===== config.mk =====
export PLATFORM = sky130hd
export DESIGN_NAME = fir_cfg_regs
export DESIGN_NICKNAME = d
export VERILOG_FILES = /design/src/hw/fir_dummy_unused.sv /design/src/hw/fir_cfg_pkg.sv /design/src/hw/fir_mirror_reg.sv /design/src/hw/fir_cfg_regs.sv
export SDC_FILE = /design/constraint.sdc
export NUM_CORES = 1
export LEC_CHECK = 0
export BUFFER_PORTS_ARGS = -buffer_cell sky130_fd_sc_hd__clkbuf_2
export CORE_MARGIN = 4
export CORE_UTILIZATION = 54
export CTS_BUF_LIST = sky130_fd_sc_hd__clkbuf_4 sky130_fd_sc_hd__clkbuf_8 sky130_fd_sc_hd__clkbuf_16
export CTS_CLUSTER_DIAMETER = 150
export DETAILED_ROUTE_END_ITERATION = 12
export PLACE_DENSITY_LB_ADDON = 0.15
export SLEW_MARGIN = 20
export SYNTH_ARGS = -nofsm -noshare
export SYNTH_HDL_FRONTEND = slang
export SYNTH_SLANG_ARGS = --single-unit

===== constraint.sdc =====
create_clock -name clk -period 4.2 [get_ports clk]
set_input_delay 0.21 -clock clk [delete_from_list [all_inputs] [get_ports clk]]
set_output_delay 0.21 -clock clk [all_outputs]
set_load 0.1 [all_outputs]

===== src/hw/fir_dummy_unused.sv =====
`default_nettype none
`default_nettype wire


===== src/hw/fir_cfg_pkg.sv =====
`default_nettype none

package fir_cfg_pkg;

    // Configuration register indices loaded into the index register
    localparam logic [7:0] IDX_BASE_ADDR  = 8'h2b;
    localparam logic [7:0] IDX_DMA_SEL    = 8'h2c;
    localparam logic [7:0] IDX_TIMEOUT    = 8'h2d;
    localparam logic [7:0] IDX_SSEL_FIRST = 8'h2e;
    localparam logic [7:0] IDX_SSEL_SECOND = 8'h2f;

    // Power-up values
    localparam logic [7:0] RST_BASE_ADDR  = 8'h00;
    localparam logic [7:0] RST_DMA_SEL    = 8'h00;
    localparam logic [7:0] RST_TIMEOUT    = 8'h03;
    localparam logic [7:0] RST_SSEL       = 8'h00;
    localparam logic [7:0] RST_INDEX      = 8'h00;

    // Base address field: register bits 7..0 carry I/O address bits 10..3
    localparam int unsigned BASE_ADDR_LSB = 3;
    localparam int unsigned BASE_ADDR_MSB = 10;
    localparam int unsigned BASE_EN_LSB   = 5;

    // DMA select field
    localparam int unsigned DMA_FIELD_W   = 4;
    localparam logic [3:0]  DMA_NONE      = 4'h0;
    localparam logic [3:0]  DMA_CH_A      = 4'h1;
    localparam logic [3:0]  DMA_CH_B      = 4'h2;
    localparam logic [3:0]  DMA_CH_C      = 4'h3;
    localparam int unsigned DMA_CHANNELS  = 3;

    // Engine-side locations of the mirrored registers
    localparam logic [2:0] ENG_BLK_SSEL    = 3'h3;
    localparam logic [2:0] ENG_OFS_SSEL_A  = 3'h5;
    localparam logic [2:0] ENG_OFS_SSEL_B  = 3'h6;
    localparam logic [2:0] ENG_BLK_TIMEOUT = 3'h5;
    localparam logic [2:0] ENG_OFS_TIMEOUT = 3'h1;

    // Turnaround time step and clock
    localparam int unsigned CLK_HZ          = 25_000_000;
    localparam int unsigned TIMEOUT_STEP_NS = 100_000;
    localparam int unsigned TIMEOUT_STEP_CYC = (TIMEOUT_STEP_NS / 1000) * (CLK_HZ / 1_000_000);
    localparam int unsigned TIMEOUT_CYC_W   = 20;

endpackage : fir_cfg_pkg

`default_nettype wire


===== src/hw/fir_mirror_reg.sv =====
`default_nettype none

// One byte of storage reachable from two write paths
module fir_mirror_reg #(
    parameter logic [7:0] RESET_VALUE = 8'h00
) (
    input  wire logic       clk,
    input  wire logic       rst,
    input  wire logic       cfg_we,
    input  wire logic [7:0] cfg_wdata,
    input  wire logic       eng_we,
    input  wire logic [7:0] eng_wdata,
    output var  logic [7:0] value_q
);

    // Single register so both paths always agree; host config write wins a tie
    always_ff @(posedge clk or posedge rst) begin
        if (rst) begin
            value_q <= RESET_VALUE;
        end else if (cfg_we) begin
            value_q <= cfg_wdata;
        end else if (eng_we) begin
            value_q <= eng_wdata;
        end
    end

endmodule : fir_mirror_reg

`default_nettype wire


===== src/hw/fir_cfg_regs.sv =====
// Operation
// - The base-address register is reached only in configuration state with its index loaded, and powers up to zero.
// - The base-address register supplies engine I/O address bits 10 to 3 on eight-byte boundaries.
// - Engine decoding is off whenever base bits 10, 9 and 8 are all zero.
// - Engine registers answer only with chip select low, and host address bits 2 to 0 are ignored in the match.
// - The DMA-select register is reached only in configuration state with its index loaded, and powers up to zero.
// - DMA-select bits 3 to 0 pick none, channel A, B or C for the engine.
// - DMA-select bits 7 to 4 ignore writes and read as zero.
// - Every DMA request output that is not selected is left undriven.
// - The turnaround time-out register is reached only in configuration state with its index loaded, and powers up to three.
// - The turnaround time-out equals the register value times 100 microseconds.
// - The configuration time-out and the engine block 5 offset 1 time-out stay equal, updated by either write or by power-on reset.
// - An engine software reset leaves both time-out copies unchanged.
// - The first software-select register is reached only in configuration state with its index loaded, and powers up to zero.
// - The first software-select register is the same storage as engine block 3 offset 5.
// - The second software-select register is reached only in configuration state with its index loaded, and powers up to zero.
// - The second software-select register is the same storage as engine block 3 offset 6.
`default_nettype none

// Configuration bank of the fast infrared engine.
// Index/data host access, engine window decode,
// DMA request steering and bytes shared with the engine.
// One clock throughout; only chip select is a pin.
// Read outputs idle at zero when not answering.
module fir_cfg_regs #(
    parameter int unsigned HOST_ADDR_W = 16
) (
    input  wire logic                   clk,
    input  wire logic                   rst,
    // Configuration access port
    input  wire logic                   cfg_state,
    input  wire logic                   idx_wr,
    input  wire logic                   dat_wr,
    input  wire logic                   dat_rd,
    input  wire logic [7:0]             cfg_wdata,
    output var  logic [7:0]             cfg_rdata_q,
    output var  logic                   cfg_rdata_oe_q,
    output var  logic [7:0]             config_index_register_q,
    // Host I/O decode for the engine window
    input  wire logic [HOST_ADDR_W-1:0] host_addr,
    input  wire logic                   chip_select_low,
    output var  logic                   eng_select_q,
    output var  logic [2:0]             eng_reg_offset_q,
    // Engine register path to the shared bytes
    input  wire logic                   eng_wr,
    input  wire logic                   eng_rd,
    input  wire logic [2:0]             eng_block,
    input  wire logic [2:0]             eng_offset,
    input  wire logic [7:0]             eng_wdata,
    input  wire logic                   eng_soft_rst,
    output var  logic [7:0]             eng_rdata_q,
    output var  logic                   eng_rdata_valid_q,
    // DMA request steering
    input  wire logic                   eng_dma_req,
    output var  logic [2:0]             drq_out_q,
    output var  logic [2:0]             drq_oe_q,
    // Settings seen by the engine
    output var  logic [7:0]             turnaround_timeout_q,
    output var  logic [19:0]            turnaround_cycles_q,
    output var  logic [7:0]             ssel_first_q,
    output var  logic [7:0]             ssel_second_q
);

    // Registers held here
    // Index, base and DMA select live here only
    logic [7:0] index_q;
    logic [7:0] base_addr_q;
    logic [3:0] dma_sel_q;
    // Slot 0 time-out, 1 first select, 2 second select
    logic [7:0] mirror_q [3];
    logic       cs_meta_q;
    logic       cs_sync_q;

    // Write strobes decoded from index and state
    // Host strobes qualified by configuration state
    logic       cfg_we_base;
    logic       cfg_we_dma;
    logic [2:0] cfg_we_mirror;
    logic [2:0] eng_we_mirror;
    logic [7:0] cfg_rdata_d;
    logic [7:0] eng_rdata_d;
    logic       decode_en;
    logic       addr_match;
    logic       cfg_wr_ok;
    logic       cfg_rd_ok;

    // Index match used by the write path; the read mux uses its own case
    function automatic logic idx_is(input logic [7:0] idx, input logic [7:0] want);
        idx_is = (idx == want);
    endfunction : idx_is

    // Engine location match used by both write and read path
    function automatic logic eng_at(input logic [2:0] blk, input logic [2:0] ofs,
                                    input logic [2:0] want_blk, input logic [2:0] want_ofs);
        eng_at = (blk == want_blk) && (ofs == want_ofs);
    endfunction : eng_at

    // Channel match for the request pins; pin c answers to code c + 1
    function automatic logic dma_hit(input logic [3:0] sel, input int unsigned chan);
        dma_hit = (sel == 4'(chan + 1));
    endfunction : dma_hit

    // Index register loads only in configuration state,
    // so a write outside it cannot redirect later access
    always_ff @(posedge clk or posedge rst) begin
        if (rst) begin
            index_q <= fir_cfg_pkg::RST_INDEX;
        end else if (cfg_state && idx_wr) begin
            index_q <= cfg_wdata;
        end
    end

    // Host data strobes need configuration state
    always_comb begin
        cfg_wr_ok = cfg_state && dat_wr;
        cfg_rd_ok = cfg_state && dat_rd;
    end

    // Data writes also need a matching index;
    // an index naming none of these writes nowhere
    always_comb begin
        cfg_we_base      = cfg_wr_ok && idx_is(index_q, fir_cfg_pkg::IDX_BASE_ADDR);
        cfg_we_dma       = cfg_wr_ok && idx_is(index_q, fir_cfg_pkg::IDX_DMA_SEL);
        cfg_we_mirror[0] = cfg_wr_ok && idx_is(index_q, fir_cfg_pkg::IDX_TIMEOUT);
        cfg_we_mirror[1] = cfg_wr_ok && idx_is(index_q, fir_cfg_pkg::IDX_SSEL_FIRST);
        cfg_we_mirror[2] = cfg_wr_ok && idx_is(index_q, fir_cfg_pkg::IDX_SSEL_SECOND);
    end

    // Engine path writes into the same storage
    // No state gating: the engine owns its window
    always_comb begin
        eng_we_mirror[0] = eng_wr && eng_at(eng_block, eng_offset,
                                            fir_cfg_pkg::ENG_BLK_TIMEOUT,
                                            fir_cfg_pkg::ENG_OFS_TIMEOUT);
        eng_we_mirror[1] = eng_wr && eng_at(eng_block, eng_offset,
                                            fir_cfg_pkg::ENG_BLK_SSEL,
                                            fir_cfg_pkg::ENG_OFS_SSEL_A);
        eng_we_mirror[2] = eng_wr && eng_at(eng_block, eng_offset,
                                            fir_cfg_pkg::ENG_BLK_SSEL,
                                            fir_cfg_pkg::ENG_OFS_SSEL_B);
    end

    // Base address register: I/O address bits 10..3;
    // its top three bits double as the decode enable
    // so a cleared base cannot alias a low address
    always_ff @(posedge clk or posedge rst) begin
        if (rst) begin
            base_addr_q <= fir_cfg_pkg::RST_BASE_ADDR;
        end else if (cfg_we_base) begin
            base_addr_q <= cfg_wdata;
        end
    end

    // DMA select keeps only the low nibble; upper bits have no storage
    // Reserved bits thus read back as zero
    always_ff @(posedge clk or posedge rst) begin
        if (rst) begin
            dma_sel_q <= fir_cfg_pkg::RST_DMA_SEL[3:0];
        end else if (cfg_we_dma) begin
            dma_sel_q <= cfg_wdata[3:0];
        end
    end

    // Shared bytes: time-out, first and second software select.
    // One flop per byte serves both paths,
    // so the two views can never drift apart.
    // Only the device reset reloads them; the engine soft reset is not wired in.
    localparam logic [7:0] MIRROR_RST [3] = '{fir_cfg_pkg::RST_TIMEOUT,
                                              fir_cfg_pkg::RST_SSEL,
                                              fir_cfg_pkg::RST_SSEL};
    for (genvar i = 0; i < 3; i++) begin : g_mirror
        fir_mirror_reg #(
            .RESET_VALUE (MIRROR_RST[i])
        ) u_mirror (
            .clk       (clk),
            .rst       (rst),
            .cfg_we    (cfg_we_mirror[i]),
            .cfg_wdata (cfg_wdata),
            .eng_we    (eng_we_mirror[i]),
            .eng_wdata (eng_wdata),
            .value_q   (mirror_q[i])
        );
    end

    // Configuration read mux; unmapped indices read zero.
    // Reads have no side effect on any register,
    // so the mux can run every cycle
    always_comb begin
        cfg_rdata_d = 8'h00;
        case (index_q)
            fir_cfg_pkg::IDX_BASE_ADDR: begin
                cfg_rdata_d = base_addr_q;
            end
            fir_cfg_pkg::IDX_DMA_SEL: begin
                cfg_rdata_d = {4'h0, dma_sel_q};
            end
            fir_cfg_pkg::IDX_TIMEOUT: begin
                cfg_rdata_d = mirror_q[0];
            end
            fir_cfg_pkg::IDX_SSEL_FIRST: begin
                cfg_rdata_d = mirror_q[1];
            end
            fir_cfg_pkg::IDX_SSEL_SECOND: begin
                cfg_rdata_d = mirror_q[2];
            end
            default: begin
                cfg_rdata_d = 8'h00;
            end
        endcase
    end

    // Read data is driven for one cycle, only in configuration state;
    // at other times it is held at zero so a shared
    // read bus sees nothing from this bank
    // while another block answers
    always_ff @(posedge clk or posedge rst) begin
        if (rst) begin
            cfg_rdata_q    <= 8'h00;
            cfg_rdata_oe_q <= 1'b0;
        end else begin
            cfg_rdata_oe_q <= cfg_rd_ok;
            cfg_rdata_q    <= cfg_rd_ok ? cfg_rdata_d : 8'h00;
        end
    end

    // Index register visible to the rest of the configuration logic
    // It lags the index by one clock
    always_ff @(posedge clk or posedge rst) begin
        if (rst) begin
            config_index_register_q <= fir_cfg_pkg::RST_INDEX;
        end else begin
            config_index_register_q <= index_q;
        end
    end

    // Engine read of the shared bytes; other locations read zero here
    // Engine copies of other locations live elsewhere
    always_comb begin
        eng_rdata_d = 8'h00;
        if (eng_at(eng_block, eng_offset, fir_cfg_pkg::ENG_BLK_TIMEOUT,
                   fir_cfg_pkg::ENG_OFS_TIMEOUT)) begin
            eng_rdata_d = mirror_q[0];
        end else if (eng_at(eng_block, eng_offset, fir_cfg_pkg::ENG_BLK_SSEL,
                            fir_cfg_pkg::ENG_OFS_SSEL_A)) begin
            eng_rdata_d = mirror_q[1];
        end else if (eng_at(eng_block, eng_offset, fir_cfg_pkg::ENG_BLK_SSEL,
                            fir_cfg_pkg::ENG_OFS_SSEL_B)) begin
            eng_rdata_d = mirror_q[2];
        end
    end

    // Engine read answer one clock after the strobe;
    // data idles at zero so it can be merged
    // by a plain OR outside this bank
    always_ff @(posedge clk or posedge rst) begin
        if (rst) begin
            eng_rdata_q       <= 8'h00;
            eng_rdata_valid_q <= 1'b0;
        end else begin
            eng_rdata_valid_q <= eng_rd;
            eng_rdata_q       <= eng_rd ? eng_rdata_d : 8'h00;
        end
    end

    // Chip select is a pin: two flops before the decode looks at it.
    // Both reset to the deselected level,
    // so no false select follows reset
    always_ff @(posedge clk or posedge rst) begin
        if (rst) begin
            cs_meta_q <= 1'b1;
            cs_sync_q <= 1'b1;
        end else begin
            cs_meta_q <= chip_select_low;
            cs_sync_q <= cs_meta_q;
        end
    end

    // Window compare on address bits 10..3; bits 2..0 pick the register
    // Address bits above 10 are ignored,
    // as the base covers only bits 10..3
    always_comb begin
        decode_en  = |base_addr_q[7:fir_cfg_pkg::BASE_EN_LSB];
        addr_match = (host_addr[fir_cfg_pkg::BASE_ADDR_MSB:fir_cfg_pkg::BASE_ADDR_LSB]
                      == base_addr_q);
    end

    // Registered select; the host holds address steady for the access
    // so the select trails chip select by three clocks
    always_ff @(posedge clk or posedge rst) begin
        if (rst) begin
            eng_select_q     <= 1'b0;
            eng_reg_offset_q <= 3'h0;
        end else begin
            eng_select_q     <= decode_en && addr_match && !cs_sync_q;
            eng_reg_offset_q <= host_addr[2:0];
        end
    end

    // One request pin per channel; only the selected one is enabled.
    // Pins of unselected channels keep their enable low,
    // which the pad turns into a released line;
    // codes above three select no pin at all
    for (genvar c = 0; c < fir_cfg_pkg::DMA_CHANNELS; c++) begin : g_drq
        always_ff @(posedge clk or posedge rst) begin
            if (rst) begin
                drq_oe_q[c]  <= 1'b0;
                drq_out_q[c] <= 1'b0;
            end else begin
                drq_oe_q[c]  <= dma_hit(dma_sel_q, c);
                drq_out_q[c] <= dma_hit(dma_sel_q, c) && eng_dma_req;
            end
        end
    end

    // Settings handed to the engine, with the turnaround length in clock cycles
    // Byte and cycle count register together, so they agree;
    // 255 steps give 637500 cycles, inside 20 bits.
    // A faster clock would need a wider count.
    always_ff @(posedge clk or posedge rst) begin
        if (rst) begin
            turnaround_timeout_q <= fir_cfg_pkg::RST_TIMEOUT;
            turnaround_cycles_q  <= 20'(32'(fir_cfg_pkg::RST_TIMEOUT)
                                        * fir_cfg_pkg::TIMEOUT_STEP_CYC);
            ssel_first_q         <= fir_cfg_pkg::RST_SSEL;
            ssel_second_q        <= fir_cfg_pkg::RST_SSEL;
        end else begin
            turnaround_timeout_q <= mirror_q[0];
            turnaround_cycles_q  <= 20'(32'(mirror_q[0])
                                        * fir_cfg_pkg::TIMEOUT_STEP_CYC);
            ssel_first_q         <= mirror_q[1];
            ssel_second_q        <= mirror_q[2];
        end
    end

    // Soft reset of the engine is accepted and deliberately unused here
    // Kept as a port so the engine wires up without a dangling pin
    logic soft_rst_seen;
    assign soft_rst_seen = eng_soft_rst;

endmodule : fir_cfg_regs

`default_nettype wire


-- After elaboration in Yosys (flattened, before gate mapping)
Cells that the tools add are included.
- bits in registers: 124
- output and inout bits: 80
- word-level logic and storage cells: 76
- multiply operators: 1
- equality and inequality tests: 14
- mux-type cells: 12
- reduce and logical (&&, ||, !) cells: 24
- operators by type and width (cell ; count):
    $mux W8 ; 11
    $eq A8 B6 Y1 const B ; 5
    $pmux W8 S5 ; 1
    $logic_and A1 B1 Y1 ; 19
    $mul A8 B10 Y18 const B ; 1
    $eq A3 B3 Y1 const B ; 3
    $eq A4 B2 Y1 const B ; 2
    $eq A8 B8 Y1 ; 1
    $reduce_bool A2 Y1 ; 3
    $eq A4 B1 Y1 const B ; 1
    $eq A3 B1 Y1 const B ; 1
    $eq A3 B2 Y1 const B ; 1
    $reduce_or A3 Y1 ; 1
    $logic_not A1 Y1 ; 1

-- Longest topological paths before layout
Gate-level depths: netlist (run 1).
- depth after elaboration: 6
- mapped depth: 12
- gate-level depth less buffers: 12

-- By module
Synthesis (run 1) repeated with hierarchy kept, for this count alone.
- cells, all modules: 460
- area total of the unflattened synthesis: 5733.0 sq um
- modules (own cells, without submodules) (module ; times used ; cells each ; area an instance (sq um) ; sequential area each (sq um)):
    fir_cfg_regs ; 1 ; 355 ; 4600.7 ; 2413.6
    fir_mirror_reg (g_mirror[1].u_mirror ...) ; 2 ; 35 ; 376.6 ; 200.2
    fir_mirror_reg (g_mirror[0].u_mirror) ; 1 ; 35 ; 379.1 ; 202.7

-- Worst setup path after synthesis (run 1)
OpenSTA, ideal clock, no wires.
- path kind: register to register
- from: register g_mirror[0].u_mirror.value_q[5]
- to: register turnaround_cycles_q[18]
- data arrival time: 3.498 ns
- required time: 4.069 ns
- slack: 0.571 ns
- stages on the path, launching flop included: 12
- path buffers: 0
- period minus slack after synthesis: 3.629 ns
- cells stage by stage: dfrtp_1 fa_1 fa_1 ha_1 inv_1 fa_1 inv_1 ha_1 and4_1 o2111ai_1 and3_1 or3_1
- word-level cells in the longest chain between the ends: 1
- ends and longest elaborated chain (item ; line ; source):
    from (decl) ; fir_mirror_reg.sv:13 ; output var logic [7:0] value_q
    from (signal assigned) ; fir_mirror_reg.sv:21 ; value_q <= cfg_wdata;
    from (signal assigned) ; fir_mirror_reg.sv:23 ; value_q <= eng_wdata;
    $mul A8 B10 Y18 ; fir_cfg_regs.sv:329 ; * fir_cfg_pkg::TIMEOUT_STEP_CYC);
    to (signal assigned) ; fir_cfg_regs.sv:322 ; turnaround_cycles_q <= 20'(32'(fir_cfg_pkg::RST_TIMEOUT)
    to (signal assigned) ; fir_cfg_regs.sv:328 ; turnaround_cycles_q <= 20'(32'(mirror_q[0])
    to (decl) ; fir_cfg_regs.sv:59 ; output var logic [19:0] turnaround_cycles_q,
No other way between the ends.
A chain may end at the register's enable or synchronous reset.

-- Final worst setup path (run 1)
- from: register g_mirror[0].u_mirror.value_q[3]
- to: register turnaround_cycles_q[18]
Same word-level chain as after synthesis.

==> results of run 1 <==
-- metal layers --
layer | global-route usage [%] | vias up
met5 | 0 | -
met4 | 5.60 | 0
met3 | 7.45 | 19
met2 | 34.6 | 191
met1 | 33.6 | 2040
li1 | - | 1965
-- critical path: stages (launching register included) --
cell	delay, ns
sky130_fd_sc_hd__dfrtp_1	0.59
sky130_fd_sc_hd__ha_1	0.32
sky130_fd_sc_hd__ha_1	0.27
sky130_fd_sc_hd__inv_1	0.05
sky130_fd_sc_hd__fa_1	0.48
sky130_fd_sc_hd__fa_1	0.54
sky130_fd_sc_hd__fa_1	0.47
sky130_fd_sc_hd__nor2b_1	0.18
sky130_fd_sc_hd__o2111ai_1	0.18
sky130_fd_sc_hd__and3_1	0.19
sky130_fd_sc_hd__or3_1	0.36
-- state kept, by name, summed over array words and instances, names as in the netlist, 4 cells and up --
name	flops
cfg_rdata_q	8
turnaround_timeout_q	8
ssel_first_q	8
base_addr_q	8
eng_rdata_q	8
ssel_second_q	8
config_index_register_q	8
g_mirror.u_mirror.value_q	24
turnaround_cycles_q	14
index_q	8
dma_sel_q	4
-- cells by family (layout without fill, tap and decap cells) --
logic type / after synthesis / after routing
other cells: 1 / 2
buf+inv: 52 / 206
flops: 120 / 120
fa+ha+maj: 51 / 51
xor+xnor: 13 / 13
simple gates: 104 / 104
mux: 56 / 56
compound gates: 77 / 77
-- repair_timing --
item / in CTS / in global routing
hold buffers: 15 / 0
hold endpoints to repair: 41 / 0
endpoints found under the setup margin: 0 / 0
-- synthesized netlist by cell type (2+ instances only) --
| cell type | instances |
|---|---|
| sky130_fd_sc_hd__buf_4 | 6 |
| sky130_fd_sc_hd__a21o_1 | 2 |
| sky130_fd_sc_hd__nand3_1 | 5 |
| sky130_fd_sc_hd__mux2i_1 | 32 |
| sky130_fd_sc_hd__nor2_1 | 37 |
| sky130_fd_sc_hd__buf_2 | 2 |
| sky130_fd_sc_hd__clkbuf_1 | 10 |
| sky130_fd_sc_hd__o2111ai_1 | 2 |
| sky130_fd_sc_hd__mux2_2 | 24 |
| sky130_fd_sc_hd__xor2_1 | 5 |
| sky130_fd_sc_hd__a211oi_1 | 3 |
| sky130_fd_sc_hd__ha_1 | 39 |
| sky130_fd_sc_hd__a222oi_1 | 8 |
| sky130_fd_sc_hd__o31a_1 | 2 |
| sky130_fd_sc_hd__or4_1 | 2 |
| sky130_fd_sc_hd__o2bb2ai_1 | 4 |
| sky130_fd_sc_hd__and3_1 | 4 |
| sky130_fd_sc_hd__or2_2 | 2 |
| sky130_fd_sc_hd__and4_1 | 2 |
| sky130_fd_sc_hd__and2_1 | 6 |
| sky130_fd_sc_hd__o21ai_0 | 4 |
| sky130_fd_sc_hd__nand2_1 | 7 |
| sky130_fd_sc_hd__dfrtp_1 | 109 |
| sky130_fd_sc_hd__a22oi_1 | 4 |
| sky130_fd_sc_hd__inv_1 | 33 |
| sky130_fd_sc_hd__xnor2_1 | 8 |
| sky130_fd_sc_hd__nor3b_1 | 5 |
| sky130_fd_sc_hd__nor3_1 | 4 |
| sky130_fd_sc_hd__o22ai_1 | 3 |
| sky130_fd_sc_hd__dfstp_2 | 11 |
| sky130_fd_sc_hd__a21oi_1 | 38 |
| sky130_fd_sc_hd__nand4_1 | 6 |
| sky130_fd_sc_hd__fa_1 | 12 |
| sky130_fd_sc_hd__nor2b_1 | 14 |
| sky130_fd_sc_hd__o22a_1 | 2 |
-- area by class of cell --
type / count / area share (%)
clock buffers: 20 / 6.19
clock inverters: 12 / 2.26
inverters: 33 / 1.74
multi-input cells: 303 / 34.9
flip-flops and latches: 120 / 41.6
well taps: 136 / 2.35
repair buffers: 141 / 11.0
-- power by group --
part,total [uW],switching [uW],internal [uW]
registers,1550,162,1380
clock network,1480,532,950
logic,2170,1630,539
-- placed cells by master, fill, tap and decap left out, types with 15 or more instances in the layout --
master / instances
sky130_fd_sc_hd__clkbuf_16: 16
sky130_fd_sc_hd__dfrtp_1: 109
sky130_fd_sc_hd__a21oi_1: 38
sky130_fd_sc_hd__inv_1: 32
sky130_fd_sc_hd__clkbuf_2: 120
sky130_fd_sc_hd__ha_1: 39
sky130_fd_sc_hd__dlygate4sd3_1: 15
sky130_fd_sc_hd__nor2_1: 37
sky130_fd_sc_hd__mux2_2: 24
sky130_fd_sc_hd__mux2i_1: 32
-- worst min path at each step --
| stage | startpoint | to | slack, ns | cells after the start |
|---|---|---|---|---|
| floorplan | chip_select_low | cs_meta_q | 0.21 | 0 |
| global placement | rst | eng_reg_offset_q[1] | 0.18 | 2 |
| detailed placement | rst | eng_reg_offset_q[2] | 0.20 | 2 |
| CTS | eng_wdata[0] | g_mirror[0].u_mirror.value_q[0] | 0.003 | 3 |
| global route | eng_wdata[0] | g_mirror[0].u_mirror.value_q[0] | 0.009 | 3 |
| finish | eng_wdata[0] | g_mirror[0].u_mirror.value_q[0] | 0.02 | 3 |
-- metrics by stage --
stage          util, %  worst slack (ns)  instances  area (sq um)
2_1_floorplan        -             0.571        475          5780
3_3_place_gp      62.6             0.486        718          6490
3_5_place_dp      62.6             0.448        718          6490
4_1_cts           69.9             0.435        765          7250
5_1_grt           69.9             0.254        765          7250
6_report          69.9             0.441        765          7250
==> run_results.csv, run 1 <==
group,metric,value,unit
run_status,outcome,"finished clean",
floorplanning,die_span_y,111,um
sta,min_clock_period_post_route,3.76,ns
clock_tree,cts.sink_count,120,
logic_synthesis,synth_top_flop_cell,"sky130_fd_sc_hd__dfrtp_1",
critical_path,critical_path.startpoint_type,"flop",
layout,final_layout_size_suffix_gt1_share,31.5,%
critical_path,cp_data_required_time,4.60,ns
logic_synthesis,post_synth_and_or_nand_nor_area_fraction,10.1,%
logic_synthesis,post_synthesis_async_set_or_reset_flop_share,100,%
route,detailed_routed_wire_length_on_met3,1150,um
global_route,number_of_antenna_violations_at_the_first_check_in_global_routing,0,
power,worst_ir_drop_vdd,501,uV
route,vias_per_cell,5.51,
clock_tree,cts.reportedPaths.clkPinSlew,0.06,ns
clock_tree,postCtsSetupRepairBufs,0,
logic_synthesis,synth-xor-area-share,1.97,%
route,antenna_left,0,
sta,timing.max_slew.rel_slack,47.4,%
logic_synthesis,synth.top_cells.by_area,"sky130_fd_sc_hd__dfrtp_1 47%, sky130_fd_sc_hd__ha_1 8.5%, sky130_fd_sc_hd__mux2i_1 5.5%",
sta,report.final.setup_viol,0,
logic_synthesis,synth_top_family_by_area,"adder cells",
layout,n_antenna_cell,0,
critical_path,crit_arrival,4.16,ns
placed_design,dp_hpwl,9670,um
logic_synthesis,synthMuxAreaShare,10.2,%
critical_path,ff2ff_path_depth,10,
clock_tree,cts_tree,"built",
sta,worst_pin_slew,0.787,ns
clock_tree,cts-buffers-inserted,17,
placed_design,gp_routability_congestion,0.891,
sta,final_max_slew_viol_count,0,
floorplanning,initial_utilization,55.7,%
route,count_of_vias_placed_by_the_detailed_router,4215,
layout,number_of_filler_cells_placed_in_the_layout,776,
floorplanning,die_width,111,um
logic_synthesis,ys_ff_latch,120,
route,met2_layer_wire_length_in_the_routed_design,6230,um
critical_path,crit_path_end,"turnaround_cycles_q[18]",
clock_tree,cts_resized,0,
critical_path,crit-reg2reg-capture,"turnaround_cycles_q[18]",
sta,setup_tns,0,ns
layout,footprint_of_the_multi_input_gates,0.00253,sq mm
logic_synthesis,yosysTopAreaCellShare,47.3,%
sta,fmaxAchievable,266,MHz
critical_path,endpoint_kind,"flop",
logic_synthesis,synth_sequential_area_ratio,52.3,%
hold_path,worst_hold_class,"input port to flop",
run,maxCapViolations,0,
sta,timing_hold_violations_final,0,
floorplanning,num_rows,37,
logic_synthesis,syn_avg_cell_area,12.2,sq um
logic_synthesis,synthDistinctLibCells,52,
logic_synthesis,share_of_the_synthesized_area_in_compound_gates_ao_oa_aoi_oai,8.76,%
floorplanning,top_level_ports,129,
route,drcViolationCount,0,
logic_synthesis,synthesis.instances,474,
logic_synthesis,yosysWarnings,0,
global_route,grt_max_degree,53,
route,drt_first_iter_violations,365,
critical_path,crit-reg2reg-launch,"g_mirror[0].u_mirror.value_q[3]",
global_route,grt_remaining_overflow,0,
global_route,grt_pass1_wl,22800,um
clock_tree,htree_num_levels,4,
global_route,number_of_global_route_vias_before_repair,4158,
logic_synthesis,synth_edf_count,0,
route,routed.top_layer,"met4",
sta,fin_worst_hold_slack,0.0164,ns
layout,synthToLayoutAreaGrowth,25.7,%
logic_synthesis,post_synth_instance_area,0.00577,sq mm
critical_path,startpoint_to_endpoint_class_of_the_critical_path,"flop to flop",
logic_synthesis,post_synth_fa_ha_maj_area_fraction,12.6,%
layout,seqCellArea,0.00302,sq mm
clock_tree,insertion_delay,0.52,ns
critical_path,worst-r2r-setup-slack,0.44,ns
clock_tree,clockRootBuffer,"sky130_fd_sc_hd__clkbuf_8",
power,p_per_area,717,mW/mm^2
clock_tree,clock_tree.buffer_depth,2,
placed_design,port_buffers,120,
sta,grt_setup_unrepaired,"false",
route,detailed_routing_iterations_pass_1,7,
sta,min_period_over_period,89.5,%
global_route,total_routing_resource_utilization_after_global_routing,23.2,%
logic_synthesis,yosysTopAreaCell,"sky130_fd_sc_hd__dfrtp_1",
critical_path,worst_setup_path_startpoint,"g_mirror[0].u_mirror.value_q[3]",
layout,design.final.nets,716,
critical_path,cp_max_fo,8,
route,avgRoutedWirePerCell,17.9,um
floorplanning,die_area,0.0124,sq mm
floorplanning,core,0.0104,sq mm
route,wl_met1,6150,um
route,routed_wire_length,13700,um
power,power.static_leakage,0.00385,uW
sta,fin_skew,0.00610,ns
power,total_power,5200,uW
No activity file was read; power rests on OpenSTA's default activity.
==> inputs of run 2 (changes only) <==
- PLACE_DENSITY: unset -> 0.8
- PLACE_DENSITY_LB_ADDON: 0.15 -> unset
==> run_results.csv, run 2 (synthesis results as in run 1) <==
group,metric,value,unit
placed_design,dp_hpwl,9380,um
sta,fin_ws,0.420,ns
clock_tree,cts-buffers-inserted,17,
route,antenna_left,0,
power,total_power,5190,uW
route,count_of_vias_placed_by_the_detailed_router,4276,
power,power.static_leakage,0.00384,uW
sta,timing.max_slew.rel_slack,47.7,%
global_route,total_routing_resource_utilization_after_global_routing,22.4,%
layout,final_layout_size_suffix_gt1_share,31.5,%
route,routed_wire_length,13100,um
floorplanning,core,0.0104,sq mm
route,drcViolationCount,0,
global_route,number_of_antenna_violations_at_the_first_check_in_global_routing,0,
floorplanning,die_area,0.0124,sq mm
sta,final_max_slew_viol_count,0,
sta,fin_skew,0.0108,ns
sta,grt_setup_unrepaired,"false",
layout,synthToLayoutAreaGrowth,25.3,%
route,vias_per_cell,5.60,
critical_path,crit_arrival,4.18,ns
critical_path,endpoint_kind,"flop",
route,detailed_routing_iterations_pass_1,5,
run,maxCapViolations,0,
sta,report.final.setup_viol,0,
clock_tree,cts_tree,"built",
sta,min_period_over_period,90.0,%
placed_design,pre_cts_slack,0.438,ns
power,worst_ir_drop_vdd,501,uV
critical_path,cp_data_required_time,4.60,ns
layout,layout_common_cells,"120 x sky130_fd_sc_hd__clkbuf_2, 109 x sky130_fd_sc_hd__dfrtp_1, 39 x sky130_fd_sc_hd__ha_1, 38 x sky130_fd_sc_hd__a21oi_1, 37 x sky130_fd_sc_hd__nor2_1",
route,drt_first_iter_violations,327,
sta,setup_tns,0,ns
clock_tree,clockRootBuffer,"sky130_fd_sc_hd__clkbuf_8",
global_route,grt_max_degree,55,
layout,largest_register_ffs,24,
hold_path,worst_hold_class,"input port to flop",
critical_path,startpoint_to_endpoint_class_of_the_critical_path,"flop to flop",
layout,registers.top_by_ff_count,"g_mirror.u_mirror.value_q",
layout,design.final.nets,715,
critical_path,cp_max_fo,8,
floorplanning,die_width,111,um
clock_tree,cts.reportedPaths.clkPinSlew,0.06,ns
clock_tree,clock_tree.buffer_depth,2,
layout,finalInstanceArea,0.00723,sq mm
layout,number_of_filler_cells_placed_in_the_layout,738,
sta,min_clock_period_post_route,3.78,ns
sta,worst_pin_slew,0.785,ns
global_route,number_of_global_route_vias_before_repair,4339,
layout,finish.utilization,69.8,%
floorplanning,num_rows,37,
sta,timing_hold_violations_final,0,
clock_tree,htree_num_levels,4,
critical_path,critical_path.startpoint_type,"flop",
clock_tree,cts.sink_count,120,
clock_tree,insertion_delay,0.52,ns
placed_design,gp_routability_congestion,0.884,
layout,most_common_cell_after_layout_fill_and_taps_aside,"sky130_fd_sc_hd__clkbuf_2",
power,p_per_area,717,mW/mm^2
floorplanning,initial_utilization,55.7,%
global_route,grt_remaining_overflow,0,
placed_design,placed_area,0.00649,sq mm
layout,top_regs,"g_mirror.u_mirror.value_q x24, turnaround_cycles_q x14",
route,avgRoutedWirePerCell,17.1,um
floorplanning,top_level_ports,129,
floorplanning,die_span_y,111,um
placed_design,port_buffers,120,
layout,n_antenna_cell,0,
sta,fmaxAchievable,265,MHz
global_route,grt_pass1_wl,22000,um
clock_tree,postCtsSetupRepairBufs,0,
run_status,outcome,"finished clean",
run 2: critical path, cell delays in order, from the launching register on:
cell and delay [ns]:
sky130_fd_sc_hd__dfrtp_1 0.40, sky130_fd_sc_hd__buf_4 0.18, sky130_fd_sc_hd__ha_1 0.30, sky130_fd_sc_hd__ha_1 0.28, sky130_fd_sc_hd__inv_1 0.05, sky130_fd_sc_hd__fa_1 0.50, sky130_fd_sc_hd__fa_1 0.55, sky130_fd_sc_hd__inv_1 0.04
sky130_fd_sc_hd__ha_1 0.37, sky130_fd_sc_hd__a21oi_1 0.27, sky130_fd_sc_hd__o22ai_1 0.20, sky130_fd_sc_hd__o31a_1 0.28, sky130_fd_sc_hd__o31a_1 0.23
run 2: layer usage:
layer	vias to the layer above	wire, um	track usage (%)
met5	-	0	0
met4	0	182	7.79
met3	19	1150	7.12
met2	180	6240	34.5
met1	2110	5520	30.3
li1	1967	-	-
run 2: metrics by stage:
step	cells	hold WS, ns
after global routing	764	0.0117
after CTS	764	0.00205
final	764	0.0216
after global placement	718	0.173
after floorplan	475	0.214
after detailed placement	718	0.183
run 2: report_power, final:
| group | internal (uW) | switching (uW) |
|---|---|---|
| clock network | 931 | 528 |
| logic | 545 | 1640 |
| registers | 1380 | 161 |
run 2: path summary, 6_finish.rpt:
| check | cells after the start | slack [ns] | end | startpoint |
|---|---|---|---|---|
| max | 12 | 0.42 | turnaround_cycles_q[17] | g_mirror[0].u_mirror.value_q[5] |
| min | 2 | 0.02 | base_addr_q[4] | cfg_wdata[4] |
| max reg2reg | 12 | 0.42 | turnaround_cycles_q[17] | g_mirror[0].u_mirror.value_q[5] |
| min reg2reg | 0 | 0.36 | cs_sync_q | cs_meta_q |
| max in group asynchronous | 4 | 3.01 | g_mirror[0].u_mirror.value_q[6] | rst |
| min in group asynchronous | 3 | 0.21 | drq_out_q[2] | rst |
run 2: area by class of cell:
class	instances	area, sq um	area share (%)
Tap cell	136	170	2.35
Clock inverter	13	169	2.33
Multi-Input combinational cell	303	2530	35.0
Inverter	33	126	1.75
Clock buffer	19	435	6.02
Timing Repair Buffer	140	786	10.9
Sequential cell	120	3020	41.7
run 2: repair_timing:
action	CTS	global route
hold buffers	14	0
hold endpoints to repair	45	0
resized for setup	0	0
==> inputs of run 3 (changes only) <==
- CORE_UTILIZATION: 54 -> 50
- GPL_TIMING_DRIVEN: unset -> 0
- PLACE_DENSITY: 0.8 -> 0.75
==> run_results.csv, run 3 (synthesis results as in run 1) <==
group,metric,value,unit
run_status,outcome,"finished clean",
critical_path,ff2ff_path_depth,11,
layout,finish.utilization,65.0,%
sta,setup_tns,0,ns
clock_tree,htree_num_levels,4,
placed_design,dp_hpwl,10100,um
sta,grt_setup_unrepaired,"false",
sta,min_period_over_period,94.5,%
floorplanning,top_level_ports,129,
route,drt_first_iter_violations,404,
layout,synthToLayoutAreaGrowth,24.8,%
floorplanning,core,0.0111,sq mm
sta,timing_hold_violations_final,0,
power,worst_ir_drop_vdd,585,uV
global_route,grt_max_degree,78,
route,antenna_left,0,
layout,most_common_cell_after_layout_fill_and_taps_aside,"sky130_fd_sc_hd__clkbuf_2",
hold_path,timing.hold.worst_path_depth,2,
critical_path,path_cells,"fa_1 > fa_1 > ha_1 > inv_1 > fa_1 > inv_1 > ha_1 > and4_1 > o2111ai_1 > and3_1 > or3_1",
layout,final_layout_size_suffix_gt1_share,32.0,%
clock_tree,cts_tree,"built",
clock_tree,cts.reportedPaths.clkPinSlew,0.06,ns
sta,worst_pin_slew,0.717,ns
sta,fin_worst_hold_slack,0.0357,ns
clock_tree,cts.sink_count,120,
layout,design.final.nets,721,
sta,final_max_slew_viol_count,0,
sta,report.final.setup_viol,0,
route,drcViolationCount,0,
sta,timing.max_slew.rel_slack,52.2,%
route,detailed_routing_iterations_pass_1,6,
critical_path,startpoint_to_endpoint_class_of_the_critical_path,"flop to flop",
critical_path,worst_setup_path_startpoint,"g_mirror[0].u_mirror.value_q[5]",
clock_tree,insertion_delay,0.42,ns
sta,fmaxAchievable,252,MHz
critical_path,critical_path.startpoint_type,"flop",
hold_path,worst_hold_class,"input port to flop",
floorplanning,num_rows,38,
placed_design,dp.cells,736,
global_route,number_of_global_route_vias_before_repair,4389,
sta,min_clock_period_post_route,3.97,ns
hold_path,hp-start,"eng_dma_req",
power,p_per_area,708,mW/mm^2
power,total_power,5100,uW
clock_tree,clock_tree.buffer_depth,2,
layout,final_cell_count_no_fill,774,
placed_design,port_buffers,120,
global_route,total_routing_resource_utilization_after_global_routing,21.8,%
power,power.static_leakage,0.00382,uW
clock_tree,clockRootBuffer,"sky130_fd_sc_hd__clkbuf_16",
critical_path,cp_data_required_time,4.49,ns
route,avgRoutedWirePerCell,18.1,um
critical_path,cpPeakStageDelay,0.61,ns
route,count_of_vias_placed_by_the_detailed_router,4367,
layout,registers.top_by_ff_count,"g_mirror.u_mirror.value_q",
critical_path,endpoint_kind,"flop",
layout,top_regs,"g_mirror.u_mirror.value_q x24, turnaround_cycles_q x14",
critical_path,crit_arrival,4.26,ns
global_route,grt_pass1_wl,22200,um
global_route,grt_remaining_overflow,0,
route,vias_per_cell,5.64,
run,maxCapViolations,0,
clock_tree,cts-buffers-inserted,17,
critical_path,path_common_cell,"sky130_fd_sc_hd__fa_1",
floorplanning,die_area,0.0133,sq mm
critical_path,crit-reg2reg-launch,"g_mirror[0].u_mirror.value_q[5]",
floorplanning,die_span_y,115,um
global_route,number_of_antenna_violations_at_the_first_check_in_global_routing,0,
floorplanning,initial_utilization,52.1,%
critical_path,cp_max_fo,9,
floorplanning,die_width,115,um
route,routed_wire_length,14000,um
critical_path,crit_path_top_delay_cell,"sky130_fd_sc_hd__fa_1",
layout,layout_common_cells,"120 x sky130_fd_sc_hd__clkbuf_2, 108 x sky130_fd_sc_hd__dfrtp_1, 39 x sky130_fd_sc_hd__ha_1, 38 x sky130_fd_sc_hd__a21oi_1, 37 x sky130_fd_sc_hd__nor2_1",
layout,n_antenna_cell,0,
sta,fin_skew,0.00456,ns
placed_design,gp_routability_congestion,0.862,
layout,largest_register_ffs,24,
run 3: cell types whose count changed in the layout (fill, tap and decap cells not counted), sizes merged:
| cell | delta |
|---|---|
| bufinv | -2 |
| buf | +4 |
| dlygate4sd3 | -8 |
| inv | +1 |
| clkinvlp | +2 |
| clkbuf | +9 |
run 3: final cells by class:
class | instances | area [sq um]
Buffer | 19 | 104
Fill cell | 842 | 3870
Multi-Input combinational cell | 303 | 2530
Tap cell | 140 | 175
Inverter | 33 | 129
Clock inverter | 14 | 125
Timing Repair Buffer | 127 | 688
Clock buffer | 18 | 433
Sequential cell | 120 | 3020
run 3: final timing paths:
path,end,slack (ns)
setup / recovery,turnaround_cycles_q[18],0.23
hold / removal,drq_out_q[1],0.04
setup reg to reg,turnaround_cycles_q[18],0.23
hold reg to reg,cs_sync_q,0.36
max in group asynchronous,cs_sync_q,3.12
min in group asynchronous,eng_reg_offset_q[2],0.36
run 3: metrics by stage:
step | setup WS (ns) | instance area [sq um]
finish | 0.232 | 7200
global route | 0.0257 | 7200
CTS | 0.240 | 7200
detailed placement | 0.260 | 6580
global placement | -0.200 | 6550
floorplan | 0.571 | 5780
run 3: worst max-delay path: cells and delay by family, from the launching register on:
kind	cells	cell delay, ns
buffers and inverters	2	0.09
and+or+nand+nor	3	0.79
DFF	1	0.52
AOI/OAI and AO/OA	1	0.19
adders and majority gates	5	2.23
run 3: layer usage:
metal  up-vias  track usage [%]  wire length (um)
li1       1973                -                 -
met1      2169             29.1              5860
met2       192             34.4              6690
met3        33             6.48              1190
met4         0             7.51               270
met5         -                0                 0
run 3: report_power, final:
group,total [uW],internal (uW),switching (uW),leakage [uW]
clock,1360,821,540,0.000270
combinational,2180,543,1640,0.00201
sequential,1550,1380,169,0.00154
total,5100,2750,2350,0.00382
run 3: repair_timing:
action                                 CTS  global route
endpoints found under the hold margin   41             0
setup buffers                            0             0
setup endpoints to repair                0             1
hold buffers                             6             0
gates resized for setup                  0             1
